==> src/design/mfo_pkg.sv <==
package mfo_pkg;
	// output function codes shared by the relay pair and the auxiliary contact
	localparam int CODE_W = 5;
	localparam logic [4:0] FN_FAULT = 5'h00;
	localparam logic [4:0] FN_RUN = 5'h01;
	localparam logic [4:0] FN_FREQ_AGREE = 5'h02;
	localparam logic [4:0] FN_DESIRED_AGREE = 5'h03;
	localparam logic [4:0] FN_FREQ_DET1 = 5'h04;
	localparam logic [4:0] FN_FREQ_DET2 = 5'h05;
	localparam logic [4:0] FN_OVERTORQUE_NO = 5'h06;
	localparam logic [4:0] FN_OVERTORQUE_NC = 5'h07;
	localparam logic [4:0] FN_BASEBLOCK = 5'h08;
	localparam logic [4:0] FN_OPERATOR_MODE = 5'h09;
	localparam logic [4:0] FN_READY = 5'h0A;
	localparam logic [4:0] FN_TIMER = 5'h0B;
	localparam logic [4:0] FN_RESTART = 5'h0C;
	localparam logic [4:0] FN_OVERLOAD_PRE = 5'h0D;
	localparam logic [4:0] FN_REF_LOSS = 5'h0E;
	localparam logic [4:0] FN_SERIAL = 5'h0F;
	localparam logic [4:0] FN_FEEDBACK_LOSS = 5'h10;
	localparam logic [4:0] FN_HEATSINK_ALARM = 5'h11;

	localparam logic [4:0] RELAY_FN_RST = FN_FAULT;
	localparam logic [4:0] AUX_FN_RST = FN_RUN;

	localparam logic RETAIN_KEEP = 1'b0;
	localparam logic LOSS_CONTINUE = 1'b1;

	// percentages
	localparam logic [7:0] PCT_FULL = 8'h64;
	localparam logic [7:0] LOSS_DROP_PCT = 8'h5A;
	localparam logic [7:0] FALLBACK_PCT = 8'h50;
	localparam logic [7:0] DRIVE_OL_PCT = 8'h96;
	localparam logic [7:0] MOTOR_PRE_PCT = 8'h50;

	// timing, times in their own unit, counts derived at 250 MHz
	localparam int CLK_PERIOD_PS = 4000;
	localparam int MS_PS = 1000000000;
	localparam int MS_CYC_DEF = MS_PS / CLK_PERIOD_PS;
	localparam int LOSS_WIN_MS = 400;
	localparam int DRIVE_OL_S = 48;
	localparam int DRIVE_OL_MS = DRIVE_OL_S * 1000;

	typedef struct packed {
		logic fault;
		logic forward_run;
		logic reverse_run;
		logic out_voltage;
		logic baseblock;
		logic operator_run_src;
		logic operator_ref_src;
		logic drive_ready;
		logic fault_retry;
		logic freq_agree;
		logic desired_freq_agree;
		logic freq_det1;
		logic freq_det2;
		logic overtorque;
		logic timer_out;
		logic serial_out;
		logic heatsink_overheat_alarm;
	} mfo_status_t;

	typedef struct packed {
		logic overload_pre;
		logic ref_loss;
		logic feedback_loss;
	} mfo_det_t;
endpackage : mfo_pkg

==> src/design/mfo_sel.sv <==
`timescale 1ns/1ps
module mfo_sel (
	input wire logic [mfo_pkg::CODE_W-1:0] code_i,
	input wire mfo_pkg::mfo_status_t status_i,
	input wire mfo_pkg::mfo_det_t det_i,
	output logic closed_o
);
	import mfo_pkg::*;

	always_comb begin
		case (code_i)
			FN_FAULT: closed_o = status_i.fault;
			FN_RUN: closed_o = status_i.forward_run | status_i.reverse_run | status_i.out_voltage;
			FN_FREQ_AGREE: closed_o = status_i.freq_agree;
			FN_DESIRED_AGREE: closed_o = status_i.desired_freq_agree;
			FN_FREQ_DET1: closed_o = status_i.freq_det1;
			FN_FREQ_DET2: closed_o = status_i.freq_det2;
			FN_OVERTORQUE_NO: closed_o = status_i.overtorque;
			FN_OVERTORQUE_NC: closed_o = ~status_i.overtorque;
			FN_BASEBLOCK: closed_o = status_i.baseblock;
			FN_OPERATOR_MODE: closed_o = status_i.operator_run_src | status_i.operator_ref_src;
			FN_READY: closed_o = ~status_i.fault & status_i.drive_ready;
			FN_TIMER: closed_o = status_i.timer_out;
			FN_RESTART: closed_o = status_i.fault_retry;
			FN_OVERLOAD_PRE: closed_o = det_i.overload_pre;
			FN_REF_LOSS: closed_o = det_i.ref_loss;
			FN_SERIAL: closed_o = status_i.serial_out;
			FN_FEEDBACK_LOSS: closed_o = det_i.feedback_loss;
			FN_HEATSINK_ALARM: closed_o = status_i.heatsink_overheat_alarm;
			// unused codes keep the contact open, the safe state for wired equipment
			default: closed_o = 1'b0;
		endcase
	end
endmodule : mfo_sel

==> src/design/mfo_top.sv <==
`timescale 1ns/1ps
module mfo_top #(
	parameter int REF_W = 16,
	parameter int MS_CYC = mfo_pkg::MS_CYC_DEF,
	parameter int LOSS_WIN_MS = mfo_pkg::LOSS_WIN_MS,
	parameter int DRIVE_OL_MS = mfo_pkg::DRIVE_OL_MS
) (
	input wire logic clk_i,
	input wire logic srst_i,
	input wire logic ce_i,
	input wire mfo_pkg::mfo_status_t status_i,
	input wire logic [mfo_pkg::CODE_W-1:0] relay_fn_i,
	input wire logic [mfo_pkg::CODE_W-1:0] aux_fn_i,
	input wire logic fn_we_i,
	input wire logic reference_retention_select_i,
	input wire logic reference_loss_action_i,
	input wire logic updown_hold_used_i,
	input wire logic [REF_W-1:0] held_ref_i,
	input wire logic power_loss_i,
	input wire logic [REF_W-1:0] term_ref_i,
	input wire logic [7:0] load_pct_i,
	input wire logic [7:0] motor_ol_pct_i,
	input wire logic pid_mode_i,
	input wire logic [REF_W-1:0] feedback_i,
	input wire logic [REF_W-1:0] feedback_loss_level_i,
	input wire logic [15:0] feedback_loss_delay_i,
	output logic [mfo_pkg::CODE_W-1:0] relay_output_function_o,
	output logic [mfo_pkg::CODE_W-1:0] aux_output_function_o,
	output logic [REF_W-1:0] preset_reference_one_o,
	output logic preset_ref_we_o,
	output logic [REF_W-1:0] ref_o,
	output logic ref_loss_o,
	output logic overload_pre_o,
	output logic feedback_loss_o,
	output logic relay_contact_a_o,
	output logic relay_contact_b_o,
	output logic aux_contact_o
);
	import mfo_pkg::*;

	localparam int MS_W = $clog2(MS_CYC + 1);
	localparam int WIN_W = $clog2(LOSS_WIN_MS + 1);
	localparam int OL_W = $clog2(DRIVE_OL_MS + 1);

	if (MS_CYC < 1 || LOSS_WIN_MS < 1 || DRIVE_OL_MS < 1 || REF_W < 2) begin : g_chk
		$error("mfo_top: counts must be at least one and REF_W at least two");
	end

	typedef enum logic {LD_WATCH, LD_LOST} mfo_loss_t;

	function automatic logic [REF_W+7:0] pct(input logic [REF_W-1:0] v, input logic [7:0] p);
		pct = (REF_W+8)'(v) * (REF_W+8)'(p);
	endfunction : pct

	logic [MS_W-1:0] ms_cnt_q;
	logic ms_tick;
	logic [WIN_W-1:0] win_cnt_q;
	logic [REF_W-1:0] snap_q;
	logic [REF_W-1:0] hold_q;
	mfo_loss_t loss_q;
	logic drop_hit;
	logic [OL_W-1:0] ol_cnt_q;
	logic [15:0] fb_cnt_q;
	logic relay_closed;
	logic aux_closed;
	mfo_det_t det;

	assign ms_tick = (ms_cnt_q == MS_W'(MS_CYC - 1));
	// drop beyond 90% means the present value is under 10% of the window snapshot
	assign drop_hit = pct(term_ref_i, PCT_FULL) < pct(snap_q, PCT_FULL - LOSS_DROP_PCT);
	assign det = '{overload_pre: overload_pre_o, ref_loss: ref_loss_o, feedback_loss: feedback_loss_o};

	always_ff @(posedge clk_i) begin
		if (srst_i) begin
			ms_cnt_q <= '0;
		end else if (ce_i) begin
			ms_cnt_q <= ms_tick ? '0 : ms_cnt_q + MS_W'(1);
		end
	end

	always_ff @(posedge clk_i) begin
		if (srst_i) begin
			relay_output_function_o <= RELAY_FN_RST;
			aux_output_function_o <= AUX_FN_RST;
		end else if (ce_i && fn_we_i) begin
			relay_output_function_o <= relay_fn_i;
			aux_output_function_o <= aux_fn_i;
		end
	end

	always_ff @(posedge clk_i) begin
		if (srst_i) begin
			preset_reference_one_o <= '0;
			preset_ref_we_o <= 1'b0;
		end else if (ce_i) begin
			preset_ref_we_o <= 1'b0;
			if (power_loss_i && updown_hold_used_i && reference_retention_select_i == RETAIN_KEEP) begin
				preset_reference_one_o <= held_ref_i;
				preset_ref_we_o <= 1'b1;
			end
		end
	end

	// the snapshot is refreshed once per window, so a drop is caught against a value 0 to 400ms old
	// never refreshed on a detecting edge, or the dropped value would end the loss at once
	always_ff @(posedge clk_i) begin
		if (srst_i) begin
			win_cnt_q <= '0;
			snap_q <= '0;
		end else if (ce_i && ms_tick && loss_q == LD_WATCH && !drop_hit) begin
			if (win_cnt_q == WIN_W'(LOSS_WIN_MS - 1)) begin
				win_cnt_q <= '0;
				snap_q <= term_ref_i;
			end else begin
				win_cnt_q <= win_cnt_q + WIN_W'(1);
			end
		end
	end

	always_ff @(posedge clk_i) begin
		if (srst_i) begin
			loss_q <= LD_WATCH;
			hold_q <= '0;
			ref_loss_o <= 1'b0;
		end else if (ce_i) begin
			case (loss_q)
				LD_WATCH: begin
					if (drop_hit) begin
						loss_q <= LD_LOST;
						ref_loss_o <= 1'b1;
						hold_q <= REF_W'(pct(snap_q, FALLBACK_PCT) / (REF_W+8)'(PCT_FULL));
					end
				end
				LD_LOST: begin
					// recovery above the loss threshold ends the fallback
					if (!drop_hit) begin
						loss_q <= LD_WATCH;
						ref_loss_o <= 1'b0;
					end
				end
				default: begin
					loss_q <= LD_WATCH;
					ref_loss_o <= 1'b0;
				end
			endcase
		end
	end

	always_ff @(posedge clk_i) begin
		if (srst_i) begin
			ref_o <= '0;
		end else if (ce_i) begin
			if (loss_q == LD_LOST && reference_loss_action_i == LOSS_CONTINUE) begin
				ref_o <= hold_q;
			end else begin
				ref_o <= term_ref_i;
			end
		end
	end

	always_ff @(posedge clk_i) begin
		if (srst_i) begin
			ol_cnt_q <= '0;
			overload_pre_o <= 1'b0;
		end else if (ce_i) begin
			if (load_pct_i < DRIVE_OL_PCT) begin
				ol_cnt_q <= '0;
			end else if (ms_tick && ol_cnt_q != OL_W'(DRIVE_OL_MS)) begin
				ol_cnt_q <= ol_cnt_q + OL_W'(1);
			end
			overload_pre_o <= (ol_cnt_q == OL_W'(DRIVE_OL_MS)) || (motor_ol_pct_i > MOTOR_PRE_PCT);
		end
	end

	// delay counts in milliseconds and saturates, so long delays never wrap
	always_ff @(posedge clk_i) begin
		if (srst_i) begin
			fb_cnt_q <= '0;
			feedback_loss_o <= 1'b0;
		end else if (ce_i) begin
			if (!pid_mode_i || feedback_i >= feedback_loss_level_i) begin
				fb_cnt_q <= '0;
				feedback_loss_o <= 1'b0;
			end else begin
				if (ms_tick && fb_cnt_q != 16'hFFFF) begin
					fb_cnt_q <= fb_cnt_q + 16'h0001;
				end
				feedback_loss_o <= fb_cnt_q > feedback_loss_delay_i;
			end
		end
	end

	mfo_sel u_relay_sel (
		.code_i(relay_output_function_o),
		.status_i(status_i),
		.det_i(det),
		.closed_o(relay_closed)
	);

	mfo_sel u_aux_sel (
		.code_i(aux_output_function_o),
		.status_i(status_i),
		.det_i(det),
		.closed_o(aux_closed)
	);

	// the b contact is the break side of the relay pair
	always_ff @(posedge clk_i) begin
		if (srst_i) begin
			relay_contact_a_o <= 1'b0;
			relay_contact_b_o <= 1'b1;
			aux_contact_o <= 1'b0;
		end else if (ce_i) begin
			relay_contact_a_o <= relay_closed;
			relay_contact_b_o <= ~relay_closed;
			aux_contact_o <= aux_closed;
		end
	end

	fn_reset_a: assert property (@(posedge clk_i) disable iff (srst_i)
		$fell(srst_i) |-> relay_output_function_o == FN_FAULT && aux_output_function_o == FN_RUN)
		else $error("function codes not at reset values");
	contact_pair_a: assert property (@(posedge clk_i) disable iff (srst_i)
		relay_contact_b_o == !relay_contact_a_o)
		else $error("relay b not opposite to relay a");
	retain_store_a: assert property (@(posedge clk_i) disable iff (srst_i)
		ce_i && power_loss_i && updown_hold_used_i && !reference_retention_select_i
		|=> preset_ref_we_o && preset_reference_one_o == $past(held_ref_i))
		else $error("held reference not stored");
	retain_skip_a: assert property (@(posedge clk_i) disable iff (srst_i)
		ce_i && reference_retention_select_i |=> !preset_ref_we_o)
		else $error("reference stored while retention off");
	loss_detect_a: assert property (@(posedge clk_i) disable iff (srst_i)
		ce_i && drop_hit |=> ref_loss_o)
		else $error("reference loss not flagged");
	snap_freeze_a: assert property (@(posedge clk_i) disable iff (srst_i)
		ce_i && drop_hit |=> $stable(snap_q))
		else $error("snapshot moved on a detected drop");
	fallback_hold_a: assert property (@(posedge clk_i) disable iff (srst_i)
		ce_i && ref_loss_o && reference_loss_action_i |=> ref_o == $past(hold_q))
		else $error("fallback reference not applied");
	fault_route_a: assert property (@(posedge clk_i) disable iff (srst_i)
		ce_i && relay_output_function_o == FN_FAULT && !fn_we_i |=> relay_contact_a_o == $past(status_i.fault))
		else $error("fault not routed to relay");
	serial_route_a: assert property (@(posedge clk_i) disable iff (srst_i)
		ce_i && aux_output_function_o == FN_SERIAL && !fn_we_i |=> aux_contact_o == $past(status_i.serial_out))
		else $error("serial command not routed to aux");
	overload_pre_a: assert property (@(posedge clk_i) disable iff (srst_i)
		ce_i && ol_cnt_q == OL_W'(DRIVE_OL_MS) |=> overload_pre_o)
		else $error("overload pre-alarm missing");
	ce_freeze_a: assert property (@(posedge clk_i) disable iff (srst_i)
		!ce_i |=> $stable(aux_contact_o) && $stable(ref_o))
		else $error("state moved with clock enable low");

	loss_seen_c: cover property (@(posedge clk_i) disable iff (srst_i) $rose(ref_loss_o));
	store_seen_c: cover property (@(posedge clk_i) disable iff (srst_i) preset_ref_we_o);
	pre_seen_c: cover property (@(posedge clk_i) disable iff (srst_i) $rose(overload_pre_o));
	fb_seen_c: cover property (@(posedge clk_i) disable iff (srst_i) $rose(feedback_loss_o));
endmodule : mfo_top

==> config.mk <==
export PLATFORM = sky130hd
export DESIGN_NAME = mfo_top
export DESIGN_NICKNAME = d
export VERILOG_FILES = /design/src/design/mfo_pkg.sv /design/src/design/mfo_sel.sv /design/src/design/mfo_top.sv
export SDC_FILE = /design/constraint.sdc
export NUM_CORES = 1
export LEC_CHECK = 0
export BUFFER_PORTS_ARGS = -buffer_cell sky130_fd_sc_hd__buf_2
export CORE_ASPECT_RATIO = 0.9
export CORE_MARGIN = 1.5
export CORE_UTILIZATION = 40
export CTS_CLUSTER_SIZE = 10
export DETAILED_ROUTE_END_ITERATION = 8
export HOLD_SLACK_MARGIN = 0.02
export SYNTH_ARGS = -nofsm -noshare
export SYNTH_HDL_FRONTEND = slang
export SYNTH_SLANG_ARGS = --single-unit
export TNS_END_PERCENT = 50
==> constraint.sdc <==
create_clock -name clk_i -period 38.3 [get_ports clk_i]
set_input_delay 7.66 -clock clk_i [delete_from_list [all_inputs] [get_ports clk_i]]
set_output_delay 7.66 -clock clk_i [all_outputs]
set_load 0.01 [all_outputs]
==> flow_metrics.tcl <==
set metrics [dict create \
    status "finished, final reports clean" \
    power_density_nw_per_um2 27.9 \
    die_w_microns 197 \
    r2r_end "hold_q[0]" \
    synth-async-reset-ratio 0 \
    post_cts_resized 0 \
    n_antenna_cell 0 \
    seq_area_frac_synth 0.208 \
    layout_min_cycle_time_ps 15310 \
    total_power_uw 429 \
    finalSetupViolCount 0 \
    dieArea_sq_um 35100 \
    r2r_cells 49 \
    numCtsBuffers 17 \
    path_max_fanout 17 \
    synth_nets 2067 \
    p_int_uw 298 \
    h-tree-depth 4 \
    critical_path.max_stage_delay_ps 750 \
    ant_nets 0 \
    fin_skew_ps 15.8 \
    io_buffers 179 \
    ctsLongestPathBuffers 2 \
    final_common_cell "nand2_1" \
    viasPerCell 5.56 \
    cts_hold_buf 0 \
    crit_path_frequent_cell "ha_1" \
    antenna_found_initial 0 \
    rows 63 \
    synth-seq-cells 141 \
    drt_iter0_drc 894 \
    crit_path_end_kind "flop" \
    grt_pass1_vias 12200 \
    max-slew-margin-rel 0.295 \
    p_comb_frac 0.224 \
    place_congestion 0.939 \
    crit_required_ps 38650 \
    root_buffer "clkbuf_16" \
    hold_ws_ps 451 \
    finalSetupTns_ps 0 \
    clk_latency_ps 430 \
    die_h_microns 178 \
    firstDrtPassIters 5 \
    whs_endpoint "preset_reference_one_o[1]" \
    clock-sinks 141 \
    hp-class "reg -> reg" \
    final_cell_mix "200 x nand2_1, 178 x buf_2, 173 x nor2_1" \
    drive_gt1_frac 0.159 \
    vias 13300 \
    synth_area_per_cell_sq_um 7.60 \
    drcViolationCount 0 \
    cp-start-kind "flop" \
    synth_area_sq_um 13600 \
    grt_max_degree 79 \
    drv_cap 0 \
    grt_usage 0.221 \
    seq_power_share 0.363 \
    synth_ff_type "dfxtp_1" \
    wl_per_cell_microns 16.5 \
    timing.fmax_ghz 0.0653 \
    clkPwrFrac 0.414 \
    hold_violations 0 \
    syn_to_final_growth_pct 13.4 \
    tightest_slew_ps 1050 \
    peakVddDrop_v 0.0000257 \
    finalCritPeriodShare 0.400 \
    crit_type "reg -> reg" \
    synth_edf_count 0 \
    rsz0062_at_grt "no" \
    syn_inst 1786 \
    hpwl_mm 29.7 \
    hold_depth 2 \
    r2r_slack_ps 22990 \
    wirelength_mm 39.2 \
    cpMaxStageDelayCell "mux2i_1" \
    leakagePower_nw 6.54 \
    cts_setup_buffers 0 \
    nets 2197 \
    worstPathArrival_ps 15650 \
    synthDistinctLibCells 115 \
    grt.overflow.total 0 \
    cts_tree "done" \
    switching_power_uw 131 \
    clk_pin_slew_ps 70 \
    report.final.slew_viol_count 0 \
    io_pins 181 \
    rr_startpoint "snap_q[1]" \
    grt_pass1_wl_mm 62.9 \
    initial_core_util 0.409 \
    hold_start "preset_reference_one_o[1]" \
    switching_share 0.306 \
    yosys_warnings 0 \
    final.fill_count 3333 \
    core_area_sq_um 33200 \
]
## flip-flops by register name, indices dropped and copies added, names as in the netlist
| signal | count |
|---|---|
| ms_cnt_q | 18 |
| fb_cnt_q | 16 |
| hold_q | 16 |
| ol_cnt_q | 16 |
| preset_reference_one_o | 16 |
| ref_o | 16 |
| snap_q | 16 |
| win_cnt_q | 9 |
| aux_output_function_o | 5 |
| relay_output_function_o | 5 |
| aux_contact_o | 1 |
| feedback_loss_o | 1 |
| loss_q | 1 |
| overload_pre_o | 1 |
| preset_ref_we_o | 1 |
| ref_loss_o | 1 |
| relay_contact_a_o | 1 |
| relay_contact_b_o | 1 |
## synth_stat cells, types with 6 or more instances
cell type | n | share of area
buf_4 | 6 | 0.0033
a21o_1 | 15 | 0.0083
or3_1 | 20 | 0.0092
o21bai_1 | 11 | 0.0061
nand2_1 | 200 | 0.055
fa_1 | 12 | 0.018
a311oi_1 | 24 | 0.015
nor2_1 | 174 | 0.048
o21ai_0 | 83 | 0.031
or2_2 | 14 | 0.0065
nor3_1 | 27 | 0.010
mux2i_1 | 26 | 0.019
nor2b_1 | 21 | 0.0097
a21oi_1 | 154 | 0.057
dfxtp_1 | 141 | 0.21
o2111ai_1 | 7 | 0.0045
nor4_1 | 8 | 0.0037
nand3_1 | 72 | 0.027
buf_2 | 8 | 0.0029
nand4_1 | 20 | 0.0092
a211oi_1 | 18 | 0.010
xor2_1 | 39 | 0.025
mux2_2 | 9 | 0.0075
and3_1 | 13 | 0.0060
ha_1 | 137 | 0.13
nand2b_1 | 27 | 0.012
o211ai_1 | 17 | 0.0094
clkbuf_1 | 59 | 0.016
o21a_1 | 12 | 0.0066
a31oi_1 | 16 | 0.0074
o21ai_1 | 13 | 0.0048
o22ai_1 | 13 | 0.0060
and2_1 | 11 | 0.0051
a211oi_2 | 6 | 0.0055
o31ai_1 | 7 | 0.0039
a211o_1 | 10 | 0.0065
inv_1 | 129 | 0.036
xnor2_1 | 44 | 0.028
## cell families after synthesis
group / share of synthesized area
compound gates: 0.264
xor+xnor: 0.0616
fa+ha+maj: 0.145
buf+inv: 0.0628
flops: 0.208
mux: 0.0321
simple gates: 0.227
## worst max-delay path by stage
stage	start	to	slack, ps	cells after the start
5_1_grt	snap_q[1]	hold_q[0]	21880	48
2_1_floorplan	term_ref_i[2]	snap_q[10]	24910	31
3_5_place_dp	snap_q[1]	hold_q[0]	23240	49
6_report	snap_q[1]	hold_q[0]	22990	49
3_3_place_gp	snap_q[1]	hold_q[0]	23450	49
4_1_cts	snap_q[1]	hold_q[0]	23160	49
## routing by layer
layer | global-route usage | share of wire | routed length (microns)
met1 | 0.308 | 0.47 | 18500
met2 | 0.352 | 0.46 | 17900
met3 | 0.0298 | 0.051 | 2010
met4 | 0.0671 | 0.022 | 855
met5 | 0 | 0 | 0
## worst max-delay path: cells and delay by family, from the launching register on
kind                     cells  cell delay (ps)
multiplexers                 5             2020
flip-flops                   1              650
AND/OR/NAND/NOR             11             3280
buffers and inverters        2              370
XOR/XNOR                     1              230
AO/OA/AOI/OAI               25             7060
adder cells (fa/ha/maj)      5             1580
## stage by stage
step / cells / worst slack [ps] / instance area (sq um) / utilization
final: 2384 / 22990 / 15400 / 0.464
after global routing: 2384 / 21880 / 15400 / 0.464
after CTS: 2384 / 23160 / 15400 / 0.464
after detailed placement: 2352 / 23240 / 14800 / 0.445
after global placement: 2352 / 23450 / 14800 / 0.445
after floorplan: 1786 / 24910 / 13600 / -
## cell type report
cell class              count  area [sq um]  share of cell area
multi-input cells        1431          9910               0.644
repair buffers            187           958              0.0623
well taps                 455           569              0.0370
inverters                 138           520              0.0338
clock inverters            14           184              0.0119
flip-flops and latches    141          2820               0.183
clock buffers              18           429              0.0279
## power groups by stage
stage                     Combinational, mW  Clock (mW)  Sequential (mW)
final                                0.0960       0.177            0.156
after global routing                  0.112       0.187            0.156
after CTS                            0.0968       0.181            0.155
after detailed placement             0.0962           0            0.159
after global placement               0.0942           0            0.159
after floorplan                      0.0658           0            0.158
Power figures use the tool's default switching activity.
